--- config.mk ---
export PLATFORM = sky130hd
export DESIGN_NAME = sbot_timer
export DESIGN_NICKNAME = d
export VERILOG_FILES = /design/src/include/sbot_pkg.sv /design/src/sbot_prescaler.sv /design/src/sbot_timer.sv
export SDC_FILE = /design/constraint.sdc
export NUM_CORES = 1
export LEC_CHECK = 0
export BUFFER_PORTS_ARGS = -buffer_cell sky130_fd_sc_hd__buf_2
export CELL_PAD_IN_SITES_DETAIL_PLACEMENT = 0
export CELL_PAD_IN_SITES_GLOBAL_PLACEMENT = 1
export CORE_ASPECT_RATIO = 0.75
export CORE_MARGIN = 2
export CORE_UTILIZATION = 46
export CTS_CLUSTER_SIZE = 12
export DETAILED_ROUTE_END_ITERATION = 8
export PLACE_DENSITY_LB_ADDON = 0.2
export SYNTH_ARGS = -nofsm -noshare
export SYNTH_HDL_FRONTEND = slang
export SYNTH_SLANG_ARGS = --single-unit
--- constraint.sdc ---
create_clock -name clk -period 2 [get_ports clk]
set_input_delay 0 -clock clk [delete_from_list [all_inputs] [get_ports clk]]
set_output_delay 0 -clock clk [all_outputs]
set_load 0.02 [all_outputs]
--- src/include/sbot_pkg.sv ---
package sbot_pkg;

  // Register byte addresses on the plain register port.
  localparam logic [15:0] SBOT_ADDR_MODE   = 16'hFF80;
  localparam logic [15:0] SBOT_ADDR_CTRL   = 16'hFF81;
  localparam logic [15:0] SBOT_ADDR_IEN    = 16'hFF82;
  localparam logic [15:0] SBOT_ADDR_STAT   = 16'hFF83;
  localparam logic [15:0] SBOT_ADDR_CNT_HI = 16'hFF86;
  localparam logic [15:0] SBOT_ADDR_CNT_LO = 16'hFF87;

  // Field positions.
  localparam int SBOT_RUN_BIT  = 7;
  localparam int SBOT_CKS_MSB  = 6;
  localparam int SBOT_CKS_LSB  = 4;
  localparam int SBOT_OVERFLOW_IRQ_ENABLE_BIT = 7;
  localparam int SBOT_OVF_BIT  = 7;

  // Values after reset.
  localparam logic [7:0]  SBOT_MODE_RST = 8'hC8;
  localparam logic [7:0]  SBOT_CTRL_RST = 8'h30;
  localparam logic [7:0]  SBOT_IEN_RST  = 8'h00;
  localparam logic [7:0]  SBOT_STAT_RST = 8'h00;
  localparam logic [15:0] SBOT_CNT_RST  = 16'h0000;

  // Clock select codes: 0..3 divide by 1, 2, 4, 8; 4..7 give no tick.
  localparam logic [2:0] SBOT_CKS_DIV1 = 3'h0;
  localparam logic [2:0] SBOT_CKS_DIV8 = 3'h3;
  localparam logic [2:0] SBOT_CKS_MAX  = 3'h3;

  // System clock.
  localparam int SBOT_CLK_PERIOD_NS = 20;

  // Register decode result.
  typedef enum logic [2:0] {
    SBOT_REG_NONE   = 3'h0,
    SBOT_REG_MODE   = 3'h1,
    SBOT_REG_CTRL   = 3'h3,
    SBOT_REG_IEN    = 3'h2,
    SBOT_REG_STAT   = 3'h6,
    SBOT_REG_CNT_HI = 3'h7,
    SBOT_REG_CNT_LO = 3'h5
  } sbot_reg_t;

endpackage

--- src/sbot_prescaler.sv ---
`timescale 1ns/1ps
`default_nettype none

module sbot_prescaler #(
  parameter int PRE_W = 3
) (
  input  wire logic       clk,     // System clock.
  input  wire logic       resetn,  // Asynchronous reset, active low.
  input  wire logic       ce,      // Clock enable, freezes state when low.
  input  wire logic [2:0] sel,     // Clock select code.
  output logic            tick     // One-cycle count tick.
);

  generate
    if (PRE_W < 3) begin : g_chk
      $error("sbot_prescaler: PRE_W must be at least 3");
    end
  endgenerate

  logic [PRE_W-1:0] div_cnt;
  logic [PRE_W-1:0] mask;
  logic             next_tick;

  always_comb begin
    mask      = {PRE_W{1'b0}};
    next_tick = 1'b0;
    if (sel <= sbot_pkg::SBOT_CKS_MAX) begin
      mask      = PRE_W'((1 << sel) - 1);
      next_tick = ((div_cnt & mask) == mask);
    end
  end

  // The divider runs free so that a change of select never restarts the phase.
  always_ff @(posedge clk or negedge resetn) begin
    if (!resetn) begin
      div_cnt <= {PRE_W{1'b0}};
    end else if (ce) begin
      div_cnt <= div_cnt + PRE_W'(1);
    end
  end

  always_ff @(posedge clk or negedge resetn) begin
    if (!resetn) begin
      tick <= 1'b0;
    end else if (ce) begin
      tick <= next_tick;
    end
  end

endmodule

`default_nettype wire

--- src/sbot_timer.sv ---
`timescale 1ns/1ps
`default_nettype none

module sbot_timer #(
  parameter int COUNT_W = 16,
  parameter int PRE_W   = 3
) (
  input  wire logic        clk,     // System clock, 50 MHz.
  input  wire logic        resetn,  // Asynchronous reset, active low.
  input  wire logic        ce,      // Clock enable, freezes all state when low.
  input  wire logic [15:0] addr,    // Register byte address.
  input  wire logic [7:0]  wdata,   // Write data.
  input  wire logic        wr,      // Write strobe.
  input  wire logic        rd,      // Read strobe.
  output logic      [7:0]  rdata,   // Read data, valid the cycle after rd.
  output logic             irq      // Overflow interrupt request, level.
);

  generate
    if (COUNT_W != 16) begin : g_chk
      $error("sbot_timer: COUNT_W must be 16 for the byte register map");
    end
    if (PRE_W < 3) begin : g_pre_chk
      $error("sbot_timer: PRE_W must be at least 3");
    end
  endgenerate

  // Exact decode, so no alias of the byte map reaches a register.
  function automatic sbot_pkg::sbot_reg_t decode(input logic [15:0] a);
    sbot_pkg::sbot_reg_t r;
    r = sbot_pkg::SBOT_REG_NONE;
    unique case (a)
      sbot_pkg::SBOT_ADDR_MODE:   r = sbot_pkg::SBOT_REG_MODE;
      sbot_pkg::SBOT_ADDR_CTRL:   r = sbot_pkg::SBOT_REG_CTRL;
      sbot_pkg::SBOT_ADDR_IEN:    r = sbot_pkg::SBOT_REG_IEN;
      sbot_pkg::SBOT_ADDR_STAT:   r = sbot_pkg::SBOT_REG_STAT;
      sbot_pkg::SBOT_ADDR_CNT_HI: r = sbot_pkg::SBOT_REG_CNT_HI;
      sbot_pkg::SBOT_ADDR_CNT_LO: r = sbot_pkg::SBOT_REG_CNT_LO;
      default:                    r = sbot_pkg::SBOT_REG_NONE;
    endcase
    return r;
  endfunction

  logic [7:0]         mode;
  logic [7:0]         ctrl;
  logic [7:0]         ien;
  logic               overflow_flag;
  logic               clear_armed;
  logic [COUNT_W-1:0] count_value;
  logic [7:0]         wr_hi_buf;
  logic [7:0]         rd_lo_buf;
  logic               tick;
  logic               step;
  logic               wrap;
  logic               cnt_load;
  logic               flag_clear;
  sbot_pkg::sbot_reg_t wsel;
  sbot_pkg::sbot_reg_t rsel;
  logic [7:0]         next_rdata;
  logic               stat_wr;
  logic               stat_rd;

  // Strobes are qualified here so that an idle address decodes to nothing.
  assign wsel = wr ? decode(addr) : sbot_pkg::SBOT_REG_NONE;
  assign rsel = rd ? decode(addr) : sbot_pkg::SBOT_REG_NONE;
  // Status accesses drive both the arming and the clear.
  assign stat_wr = (wsel == sbot_pkg::SBOT_REG_STAT);
  assign stat_rd = (rsel == sbot_pkg::SBOT_REG_STAT);

  // Codes above 011 give no tick, so a stray code halts the count.
  // prescaled clock select
  sbot_prescaler #(
    .PRE_W (PRE_W)
  ) u_pre (
    .clk    (clk),
    .resetn (resetn),
    .ce     (ce),
    .sel    (ctrl[sbot_pkg::SBOT_CKS_MSB:sbot_pkg::SBOT_CKS_LSB]),
    .tick   (tick)
  );

  assign step = tick && mode[sbot_pkg::SBOT_RUN_BIT];
  // A load from software takes precedence over a tick in the same cycle.
  assign cnt_load = (wsel == sbot_pkg::SBOT_REG_CNT_LO);
  assign wrap = step && !cnt_load && (count_value == {COUNT_W{1'b1}});

  // Every process honours ce, so a low enable freezes the whole block.
  always_ff @(posedge clk or negedge resetn) begin
    if (!resetn) begin
      mode <= sbot_pkg::SBOT_MODE_RST;
    end else if (ce && (wsel == sbot_pkg::SBOT_REG_MODE)) begin
      mode <= wdata;
    end
  end

  always_ff @(posedge clk or negedge resetn) begin
    if (!resetn) begin
      ctrl <= sbot_pkg::SBOT_CTRL_RST;
    end else if (ce && (wsel == sbot_pkg::SBOT_REG_CTRL)) begin
      ctrl <= wdata;
    end
  end

  always_ff @(posedge clk or negedge resetn) begin
    if (!resetn) begin
      ien <= sbot_pkg::SBOT_IEN_RST;
    end else if (ce && (wsel == sbot_pkg::SBOT_REG_IEN)) begin
      ien <= wdata;
    end
  end

  // The high byte is staged so that a 16-bit load lands in one cycle.
  // Writing the low byte alone reuses the last staged high byte.
  always_ff @(posedge clk or negedge resetn) begin
    if (!resetn) begin
      wr_hi_buf <= 8'h00;
    end else if (ce && (wsel == sbot_pkg::SBOT_REG_CNT_HI)) begin
      wr_hi_buf <= wdata;
    end
  end

  // A load of all ones sets no flag; only a counted wrap does.
  // sixteen-bit up count
  always_ff @(posedge clk or negedge resetn) begin
    if (!resetn) begin
      count_value <= sbot_pkg::SBOT_CNT_RST;
    end else if (ce) begin
      if (cnt_load) begin
        count_value <= {wr_hi_buf, wdata};
      end else if (step) begin
        count_value <= count_value + COUNT_W'(1);
      end
    end
  end

  // Clearing needs a read of the flag as one, then a write of zero.
  // Any status write disarms, so a stale read cannot clear a later overflow.
  always_ff @(posedge clk or negedge resetn) begin
    if (!resetn) begin
      clear_armed <= 1'b0;
    end else if (ce) begin
      if (stat_wr) begin
        clear_armed <= 1'b0;
      end else if (stat_rd && overflow_flag) begin
        clear_armed <= 1'b1;
      end
    end
  end

  assign flag_clear = stat_wr && clear_armed
                      && !wdata[sbot_pkg::SBOT_OVF_BIT];

  always_ff @(posedge clk or negedge resetn) begin
    if (!resetn) begin
      overflow_flag <= sbot_pkg::SBOT_STAT_RST[sbot_pkg::SBOT_OVF_BIT];
    end else if (ce) begin
      // A wrap in the clearing cycle wins, so no overflow is lost.
      if (wrap) begin
        overflow_flag <= 1'b1;
      end else if (flag_clear) begin
        overflow_flag <= 1'b0;
      end
    end
  end

  // The request is registered and so lags the flag by one cycle.
  // enable gates request
  always_ff @(posedge clk or negedge resetn) begin
    if (!resetn) begin
      irq <= 1'b0;
    end else if (ce) begin
      irq <= overflow_flag && ien[sbot_pkg::SBOT_OVERFLOW_IRQ_ENABLE_BIT];
    end
  end

  // Reading the high byte freezes the low byte, giving a coherent pair.
  // A low read with no high read before it returns a stale byte.
  always_ff @(posedge clk or negedge resetn) begin
    if (!resetn) begin
      rd_lo_buf <= 8'h00;
    end else if (ce && (rsel == sbot_pkg::SBOT_REG_CNT_HI)) begin
      rd_lo_buf <= count_value[7:0];
    end
  end

  // Status bits other than the flag read as zero.
  always_comb begin
    next_rdata = 8'h00;
    unique case (rsel)
      sbot_pkg::SBOT_REG_MODE:   next_rdata = mode;
      sbot_pkg::SBOT_REG_CTRL:   next_rdata = ctrl;
      sbot_pkg::SBOT_REG_IEN:    next_rdata = ien;
      sbot_pkg::SBOT_REG_STAT:   next_rdata = {overflow_flag, 7'h00};
      sbot_pkg::SBOT_REG_CNT_HI: next_rdata = count_value[15:8];
      sbot_pkg::SBOT_REG_CNT_LO: next_rdata = rd_lo_buf;
      sbot_pkg::SBOT_REG_NONE:   next_rdata = 8'h00;
    endcase
  end

  // Read data stand for one cycle only and return to zero after.
  always_ff @(posedge clk or negedge resetn) begin
    if (!resetn) begin
      rdata <= 8'h00;
    end else if (ce) begin
      rdata <= next_rdata;
    end
  end

endmodule

`default_nettype wire

==> results of run 1 <==
==> synth_stat cells, drive strengths merged, types with 3 or more instances <==
cell type	count
a21oi	21
a22o	3
a22oi	6
a31oi	10
and2	4
and3	9
and4	4
buf	11
clkbuf	9
dfrtp	66
dfstp	5
ha	3
inv	13
mux2	41
nand2	23
nand2b	3
nand3	16
nand4	7
nor2	13
nor2b	3
nor3	8
nor4	4
o211ai	7
o21ai	24
o22ai	15
o32ai	3
or4	3
xnor2	3
==> flip-flops by register name, indices dropped and copies added (netlist names) <==
| register | count |
|---|---|
| wr_hi_buf | 8 |
| ctrl | 8 |
| u_pre.tick | 1 |
| rd_lo_buf | 8 |
| rdata | 8 |
| count_value | 16 |
| clear_armed | 1 |
| irq | 1 |
| overflow_flag | 1 |
| u_pre.div_cnt | 3 |
| mode | 8 |
| ien | 8 |
==> layout by cell type (no fill, tap or decap), drive strengths merged, types with 3 or more instances in the layout <==
cell and count:
a21oi 21, nand2 23, a22oi 6, nand2b 3
xnor2 3, nor2 13, o22ai 15, and4 4
a31oi 10, buf 57, or4 3, o21ai 24
dlygate4sd3 8, a22o 3, and2 4, and3 9
dfrtp 66, inv 13, nand4 7, clkbuf 10
o211ai 7, ha 3, nor3 8, nor2b 3
dfstp 5, mux2 41, o32ai 3, nor4 4
nand3 16
==> critical path, cell delays in order, from the launching register on <==
cell	delay, ns
dfrtp_1	0.45
ha_1	0.24
nand3_1	0.16
nor4_2	0.34
o21ai_1	0.15
o41ai_1	0.34
==> power breakdown <==
group          internal [W]  total, W  switching [W]
sequential          0.00149   0.00154      0.0000481
clock              0.000686   0.00121       0.000527
combinational      0.000122  0.000302       0.000180
==> routing by layer <==
layer,GRT usage (%),share of wire (%),vias to the layer above
met5,0,0,-
met4,5.64,1.1,0
met3,6.59,8.6,15
met2,36.0,43,131
met1,39.2,47,1609
li1,-,-,1528
==> worst max-delay path by stage <==
| stage | depth (start not counted) | slack [ns] | start | to |
|---|---|---|---|---|
| floorplan | 5 | 0.38 | count_value[0] | overflow_flag |
| CTS | 5 | 0.10 | count_value[0] | overflow_flag |
| global route | 5 | 0.06 | count_value[0] | overflow_flag |
| global placement | 6 | 0.12 | addr[1] | rdata[3] |
| detailed placement | 5 | 0.14 | count_value[0] | overflow_flag |
| finish | 5 | 0.21 | count_value[0] | overflow_flag |
==> logic make-up (layout without fill, tap and decap cells) <==
kind of cell,after synthesis,after routing,synth area share [%]
simple gates,105,105,15.8
flops,71,71,46.6
xor+xnor,5,5,1.14
compound gates,113,113,19.2
fa+ha+maj,3,3,0.980
buf+inv,33,92,3.69
mux,43,43,12.6
==> stage by stage <==
stage	hold WS [ns]	std cells
finish	0.0221	537
global route	0.0209	537
CTS	0.0122	537
detailed placement	0.0289	515
global placement	0.0250	515
floorplan	-0.296	373
==> timing repair <==
action / 4_1_cts / 5_1_grt
hold endpoints to repair: 48 / 0
hold buffers: 8 / 0
setup buffers: 0 / 0
gates resized for setup: 0 / 2
setup endpoints to repair: 0 / 1
==> cell type report <==
cell class | instances | share of cell area [%]
Clock inverter | 4 | 1.61
Inverter | 13 | 1.08
Timing Repair Buffer | 65 | 9.50
Sequential cell | 71 | 39.6
Multi-Input combinational cell | 269 | 42.5
Tap cell | 105 | 2.92
Clock buffer | 10 | 2.83
==> metrics.md, run 1 <==
| Metric | Value |
|---|---|
| R2R depth | `5` |
| Total gr overflow | `0` |
| Nets | `461` |
| Maxcap violations | `0` |
| Crit. End Element | `flop` |
| Syn_nets | `405` |
| Peak supply drop | `0.413 mV` |
| Slew at the pin with the worst max-slew slack | `0.890 ns` |
| Synth async-reset ratio | `100%` |
| H-tree Lvls | `3` |
| Vias in the first global route | `3,134` |
| Largest cells by area after synthesis | `dfrtp_1, mux2_2, dfstp_2` |
| Share of layout cells above drive strength 1 | `28.9%` |
| Post-Synthesis Cells | `373` |
| RSZ-0062 raised after global routing | `no` |
| Post-synth cell types | `59` |
| Critical Path AT | `2.04 ns` |
| Hold endpoint | `rdata[5]` |
| Critical Path Source Type | `flop` |
| Root Buffer | `clkbuf_8` |
| Worst Clk Skew | `0.00981 ns` |
| Total global-route track usage | `25.6%` |
| Fmax | `0.557 GHz` |
| Die Wd | `109 um` |
| Initial antenna violation count | `0` |
| Area delta synth->final | `17.6%` |
| Synth top area share | `43.1%` |
| GP Congestion | `0.942` |
| TritonCTS clock tree | `yes` |
| Max-slew violations | `0` |
| Starting Density | `47.9%` |
| Synth Register Bits | `71` |
| Setup Viol. Count Final | `0` |
| Die H | `83.0 um` |
| # clock sinks | `71` |
| Worst hold path type | `in -> reg` |
| Total CTS buffers | `9` |
| Clk Latency, worst-skew pair | `0.36 ns` |
| Synth Warn # | `0` |
| FP Rows | `28` |
| Reg2reg setup slack | `0.21 ns` |
| Final setup margin | `0.206 ns` |
| Die area | `9080 sq um` |
| Slew margin rel. | `40.7%` |
| Post-synth EDFFs | `0` |
| Critical path peak fanout | `7` |
| Min Tclk post-route | `1.79 ns` |
| Worst path required time | `2.24 ns` |
| Post-route cell area | `4500 sq um` |
| Final TNS setup | `0 ns` |
| DP Wirelength | `8020 um` |
| Fill cells | `727` |
| DRT antenna net count | `0` |
| Status | `completed` |
| Area after DPL | `4220 sq um` |
| First-pass GRT wire length | `17,500 um` |
| Crit Path Class | `reg -> reg` |
| Final hold violations | `0` |
| Min-delay src | `ce` |
| Starting DRC count in detailed routing | `300` |
| Register area | `1780 sq um` |
| Sequential share of the synthesized area | `46.6%` |
| Final WL | `10,900 um` |
| Power per standard cell area | `677 nW/um^2` |
| Multi-input logic area | `1910 sq um` |
| First-pass DRT Iterations | `4` |
| IO Pins | `38` |
| Main flop type after synthesis | `dfrtp_1` |
| Leak Pwr | `2.02 nW` |
| Routed vias/inst | `6.11` |
| DR WL/cell | `20.4 um` |
| Post-layout util | `56.4%` |
| # diodes | `0` |
| Via count | `3,283` |
| DRC violations left | `0` |
| Post-Place Setup Slack | `0.140 ns` |
| Core area | `7990 sq um` |
| Final period util | `89.7%` |
| Hold depth | `2` |
| Critical R2R Capture | `overflow_flag` |
| Biggest area consumer among synthesized cells | `dfrtp_1` |
| Max clock buf depth | `2` |
| Synthesized area per cell | `10.3 sq um` |
| Worst r2r src | `count_value[0]` |
| I/O Buffers | `37` |
| Worst-path clk slew | `0.08 ns` |
| Tot Pwr | `0.00305 W` |
| Pin count of the biggest net entering global routing | `49` |
| Synthesized area | `3830 sq um` |
(Power assumes the default switching activity.)
==> run 2: changes to the inputs <==
--- a/config.mk
+++ b/config.mk
@@ -13,7 +13,7 @@
 export CORE_UTILIZATION = 46
 export CTS_CLUSTER_SIZE = 12
 export DETAILED_ROUTE_END_ITERATION = 8
-export PLACE_DENSITY_LB_ADDON = 0.2
+export PLACE_DENSITY_LB_ADDON = 0.1
 export SYNTH_ARGS = -nofsm -noshare
 export SYNTH_HDL_FRONTEND = slang
 export SYNTH_SLANG_ARGS = --single-unit
==> constraint.sdc (replaced) <==
create_clock -name clk -period 1.7 [get_ports clk]
set_input_delay 0 -clock clk [delete_from_list [all_inputs] [get_ports clk]]
set_output_delay 0 -clock clk [all_outputs]
set_load 0.02 [all_outputs]
==> metrics.md, run 2 (synthesized netlist as in run 1, its figures left out) <==
| Metric | Value |
|---|---|
| Vias in the first global route | `3,365 (was 3,134)` |
| I/O Buffers | `37 (unchanged)` |
| Max-slew violations | `0 (unchanged)` |
| DP Wirelength | `8720 um (was 8020 um)` |
| Pin count of the biggest net entering global routing | `25 (was 49)` |
| Max reg flops | `16 (unchanged)` |
| Crit. End Element | `flop (unchanged)` |
| IO Pins | `38 (unchanged)` |
| Power per standard cell area | `748 nW/um^2 (was 677 nW/um^2)` |
| Routed vias/inst | `6.12 (was 6.11)` |
| Starting Density | `47.9% (unchanged)` |
| Starting DRC count in detailed routing | `233 (was 300)` |
| H-tree Lvls | `3 (unchanged)` |
| DRC violations left | `0 (unchanged)` |
| RSZ-0062 raised after global routing | `yes (was no)` |
| Area after DPL | `4550 sq um (was 4220 sq um)` |
| Worst path required time | `1.92 ns (was 2.24 ns)` |
| Critical Path AT | `1.89 ns (was 2.04 ns)` |
| Clock network fraction of design power | `39.8% (about the same)` |
| Final WL | `11,800 um (was 10,900 um)` |
| Clk Latency, worst-skew pair | `0.36 ns (about the same)` |
| Setup Viol. Count Final | `0 (unchanged)` |
| Slew margin rel. | `48.7% (was 40.7%)` |
| Total CTS buffers | `9 (unchanged)` |
| Worst-path clk slew | `0.08 ns (about the same)` |
| Slew at the pin with the worst max-slew slack | `0.770 ns (was 0.890 ns)` |
| Area delta synth->final | `27.7% (was 17.6%)` |
| Psw | `0.000967 W (was 0.000755 W)` |
| First-pass DRT Iterations | `5 (was 4)` |
| Sw frac | `26.4% (was 24.7%)` |
| GP Congestion | `0.889 (was 0.942)` |
| Total global-route track usage | `27.3% (was 25.6%)` |
| Maxcap violations | `0 (unchanged)` |
| Logic pwr share | `11.1% (was 9.9%)` |
| Cell internal pwr | `0.00269 W (was 0.00230 W)` |
| Final period util | `98.2% (was 89.7%)` |
| Die area | `9080 sq um (unchanged)` |
| TritonCTS clock tree | `yes (unchanged)` |
| # clock sinks | `71 (unchanged)` |
| DRT antenna net count | `0 (unchanged)` |
| Highest-count cells in the layout ignoring fill and taps | `dfrtp_1, buf_4, mux2_2 (was dfrtp_1, mux2_2, buf_2)` |
| Worst r2r src | `count_value[0] (unchanged)` |
| # diodes | `0 (unchanged)` |
| Crit path launch | `count_value[0] (unchanged)` |
| Die Wd | `109 um (unchanged)` |
| Post-route cell area | `4890 sq um (was 4500 sq um)` |
| First-pass GRT wire length | `18,600 um (was 17,500 um)` |
| Nets | `499 (was 461)` |
| Core area | `7990 sq um (unchanged)` |
| Fmax | `0.599 GHz (was 0.557 GHz)` |
| Final hold violations | `0 (unchanged)` |
| Worst Clk Skew | `0.0182 ns (was 0.00981 ns)` |
| Post-layout util | `61.2% (was 56.4%)` |
| Critical Path Source Type | `flop (unchanged)` |
| Via count | `3,529 (was 3,283)` |
| Post-Place Setup Slack | `-0.0591 ns (was 0.140 ns)` |
| FP Rows | `28 (unchanged)` |
| Initial antenna violation count | `0 (unchanged)` |
| Final setup margin | `0.0301 ns (was 0.206 ns)` |
| Status | `completed (unchanged)` |
| Sequential Power Share | `49.2% (was 50.3%)` |
| Max clock buf depth | `2 (unchanged)` |
| Min Tclk post-route | `1.67 ns (was 1.79 ns)` |
| Die H | `83.0 um (unchanged)` |
| Total gr overflow | `0 (unchanged)` |
| DR WL/cell | `20.5 um (was 20.4 um)` |
| Root Buffer | `clkbuf_8 (unchanged)` |
| Peak supply drop | `0.590 mV (was 0.413 mV)` |
| Worst hold path type | `in -> async (was in -> reg)` |
| Leak Pwr | `2.24 nW (was 2.02 nW)` |
| Leading cell type in the layout, fill and taps excluded | `dfrtp_1 (unchanged)` |
| Crit Path Class | `reg -> reg (unchanged)` |
| Largest Register | `count_value (unchanged)` |
| Critical path peak fanout | `3 (was 7)` |
| Share of layout cells above drive strength 1 | `36.4% (was 28.9%)` |
## run 2: cell types whose count changed in the layout (fill, tap and decap cells not counted), moves of 2 or more
cell,previous run,this run
buf_4,19,52
buf_12,1,6
clkbuf_8,9,11
clkinv_4,0,2
nand3_1,15,13
nand3_2,1,3
## run 2: through the flow
stage	power [W]	cells	hold WS (ns)	TNS [ns]
after floorplan	0.00200	373	-0.296	0
after global placement	0.00221	551	-0.103	-0.0306
after detailed placement	0.00222	551	-0.0999	-0.132
after CTS	0.00367	576	0.0594	0
after global routing	0.00380	577	0.0626	-0.0353
final	0.00366	577	0.0666	0
## run 2: path summary, 6_finish.rpt
path | to | slack (ns) | depth (start not counted)
worst min register to register | u_pre.div_cnt[2] | 0.49 | 1
worst max-delay path | count_value[15] | 0.03 | 6
min in group clk | clear_armed | 0.07 | 4
worst max register to register | count_value[15] | 0.03 | 6
max in group asynchronous | count_value[7] | 1.09 | 3
worst min-delay path | rdata[7] | 0.07 | 2
## run 2: metal layers
metal | track usage [%] | routed length [um] | up-vias
met5 | 0 | 0 | -
met2 | 37.0 | 4950 | 146
met4 | 7.13 | 156 | 0
met1 | 43.2 | 5740 | 1753
met3 | 6.51 | 960 | 16
li1 | - | - | 1614
## run 2: cell type report
| cell class | instances | area (sq um) |
|---|---|---|
| clock buffers | 11 | 151 |
| clock inverters | 5 | 63.8 |
| fillers | 688 | 3100 |
| inverters | 13 | 48.8 |
| multi-input cells | 269 | 1940 |
| flip-flops and latches | 71 | 1780 |
| well taps | 105 | 131 |
| repair buffers | 103 | 776 |
## run 2: critical path, cell delays in order (launching register included)
cell and delay, ns:
dfrtp_1 0.39, buf_4 0.14, and4_4 0.25, nand3_2 0.10
a311o_1 0.42, o22ai_2 0.12, a22oi_1 0.11
## run 2: power by group through the flow
stage	registers, W	clock network (W)	logic [W]
finish	0.00180	0.00146	0.000405
global route	0.00181	0.00155	0.000448
CTS	0.00180	0.00147	0.000404
detailed placement	0.00183	0	0.000388
global placement	0.00183	0	0.000379
floorplan	0.00183	0	0.000173
## run 2: repair_timing
item,4_1_cts,5_1_grt
hold endpoints to repair,96,0
pin swaps,0,4
buffers inserted,1,1
gates resized for setup,1,8
setup endpoints to repair,2,9
hold buffers,8,0
==> run 3: changes to the inputs <==
--- a/config.mk
+++ b/config.mk
@@ -10,7 +10,7 @@
 export CELL_PAD_IN_SITES_GLOBAL_PLACEMENT = 1
 export CORE_ASPECT_RATIO = 0.75
 export CORE_MARGIN = 2
-export CORE_UTILIZATION = 46
+export CORE_UTILIZATION = 45
 export CTS_CLUSTER_SIZE = 12
 export DETAILED_ROUTE_END_ITERATION = 8
 export PLACE_DENSITY_LB_ADDON = 0.1
==> metrics.md, run 3 (synthesized netlist as in run 1, its figures left out) <==
| Metric | Value |
|---|---|
| Area after DPL | `4520 sq um (was 4550 sq um)` |
| Max clock buf depth | `2 (unchanged)` |
| Final TNS setup | `0 ns (unchanged)` |
| I/O Buffers | `37 (unchanged)` |
| Slew margin rel. | `39.9% (was 48.7%)` |
| IO Pins | `38 (unchanged)` |
| TritonCTS clock tree | `yes (unchanged)` |
| Setup Viol. Count Final | `0 (unchanged)` |
| Leak Pwr | `2.23 nW (was 2.24 nW)` |
| Max reg flops | `16 (unchanged)` |
| DR WL/cell | `20.8 um (was 20.5 um)` |
| Root Buffer | `clkbuf_16 (was clkbuf_8)` |
| GP Congestion | `0.923 (was 0.889)` |
| Total gr overflow | `0 (unchanged)` |
| First-pass DRT Iterations | `5 (unchanged)` |
| H-tree Lvls | `3 (unchanged)` |
| # clock sinks | `71 (unchanged)` |
| RSZ-0062 raised after global routing | `yes (unchanged)` |
| # diodes | `0 (unchanged)` |
| Tot Pwr | `0.00408 W (was 0.00366 W)` |
| Final period util | `96.5% (was 98.2%)` |
| Power per standard cell area | `830 nW/um^2 (was 748 nW/um^2)` |
| Final WL | `11,900 um (was 11,800 um)` |
| Worst hold path type | `in -> reg (was in -> async)` |
| Hold depth | `2` |
| Status | `completed (unchanged)` |
| Die H | `83.9 um (was 83.0 um)` |
| First-pass GRT wire length | `18,900 um (was 18,600 um)` |
| Pin count of the biggest net entering global routing | `28 (was 25)` |
| Leading cell type in the layout, fill and taps excluded | `dfrtp_1 (unchanged)` |
| Peak supply drop | `0.708 mV (was 0.590 mV)` |
| Max-slew violations | `0 (unchanged)` |
| Initial antenna violation count | `0 (unchanged)` |
| Crit Path Class | `reg -> reg (unchanged)` |
| Final hold violations | `0 (unchanged)` |
| FP Rows | `29 (was 28)` |
| Highest-count cells in the layout ignoring fill and taps | `dfrtp_1, buf_4, mux2_2 (unchanged)` |
| Fmax | `0.609 GHz (was 0.599 GHz)` |
| Starting DRC count in detailed routing | `290 (was 233)` |
| Clk Latency, worst-skew pair | `0.34 ns (was 0.36 ns)` |
| Post-Place Setup Slack | `-0.0713 ns (was -0.0591 ns)` |
| DRC violations left | `0 (unchanged)` |
| DP Wirelength | `8840 um (was 8720 um)` |
| Critical path peak fanout | `3 (unchanged)` |
| Crit. End Element | `flop (unchanged)` |
| Area delta synth->final | `28.3% (was 27.7%)` |
| Via count | `3,502 (was 3,529)` |
| Nets | `491 (was 499)` |
| Core area | `8350 sq um (was 7990 sq um)` |
| Worst-path clk slew | `0.06 ns (was 0.08 ns)` |
| Critical Path AT | `1.88 ns (was 1.89 ns)` |
| Starting Density | `45.9% (was 47.9%)` |
| Total CTS buffers | `9 (unchanged)` |
| Min Tclk post-route | `1.64 ns (was 1.67 ns)` |
| Routed vias/inst | `6.12 (about the same)` |
| Final setup margin | `0.0587 ns (was 0.0301 ns)` |
| R2R depth | `5 (was 6)` |
| Critical Path Source Type | `flop (unchanged)` |
| Fill cells | `745 (was 688)` |
| DRT antenna net count | `0 (unchanged)` |
| Die area | `9270 sq um (was 9080 sq um)` |
| Share of layout cells above drive strength 1 | `36.6% (was 36.4%)` |
| Maxcap violations | `0 (unchanged)` |
| Die Wd | `111 um (was 109 um)` |
| Largest Register | `count_value (unchanged)` |
| Vias in the first global route | `3,314 (was 3,365)` |
| Total global-route track usage | `26.6% (was 27.3%)` |
| Post-route cell area | `4910 sq um (was 4890 sq um)` |
| Worst path required time | `1.94 ns (was 1.92 ns)` |
| Worst Clk Skew | `0.00700 ns (was 0.0182 ns)` |
| Slew at the pin with the worst max-slew slack | `0.901 ns (was 0.770 ns)` |
==> run 3: path summary, 6_finish.rpt <==
kind,from,to,slack [ns]
max reg2reg,count_value[9],overflow_flag,0.06
max,count_value[9],overflow_flag,0.06
min in group asynchronous,resetn,rdata[1],0.19
min,wdata[4],ien[4],0.01
max in group asynchronous,resetn,mode[3],0.89
min reg2reg,u_pre.div_cnt[2],u_pre.div_cnt[2],0.49
==> run 3: routing by layer <==
metal | global-route usage (%) | wire length [um]
met3 | 6.61 | 919
met4 | 6.48 | 130
met2 | 36.1 | 4880
met5 | 0 | 0
met1 | 42.1 | 5950
==> run 3: timing repair <==
item	CTS	global route
cloned	0	0
endpoints found under the hold margin	25	0
hold buffers	3	0
setup buffers	0	3
pin swaps	0	4
resized for setup	1	11
setup endpoints to repair	1	8
==> run 3: layout make-up <==
cell class              count  area, sq um  share of cell area (%)
inverters                  13         48.8                   0.993
multi-input cells         269         1950                    39.7
clock inverters             5         58.8                    1.20
flip-flops and latches     71         1780                    36.3
well taps                 108          135                    2.75
repair buffers             95          703                    14.3
clock buffers              11          233                    4.74
==> run 3: power by group <==
| group | internal, W | total, W | switching [W] | leakage [nW] |
|---|---|---|---|---|
| Clock | 0.00114 | 0.00188 | 0.000738 | 0.136 |
| Combinational | 0.000166 | 0.000397 | 0.000231 | 1.18 |
| Sequential | 0.00175 | 0.00180 | 0.0000510 | 0.916 |
==> run 3: critical path, stage by stage, from the launching register on <==
cell and delay (ns):
dfrtp_1 0.37, nand4_1 0.17, buf_4 0.18, nor4_2 0.38, o21ai_2 0.13, o41ai_1 0.30
==> run 3: through the flow <==
stage          utilization (%)  hold WS (ns)  cells
2_1_floorplan                -        -0.296    373
3_3_place_gp              54.2        0.0293    550
3_5_place_dp              54.2        0.0267    550
4_1_cts                   58.1        0.0104    569
5_1_grt                   58.9        0.0106    572
6_report                  58.9        0.0133    572
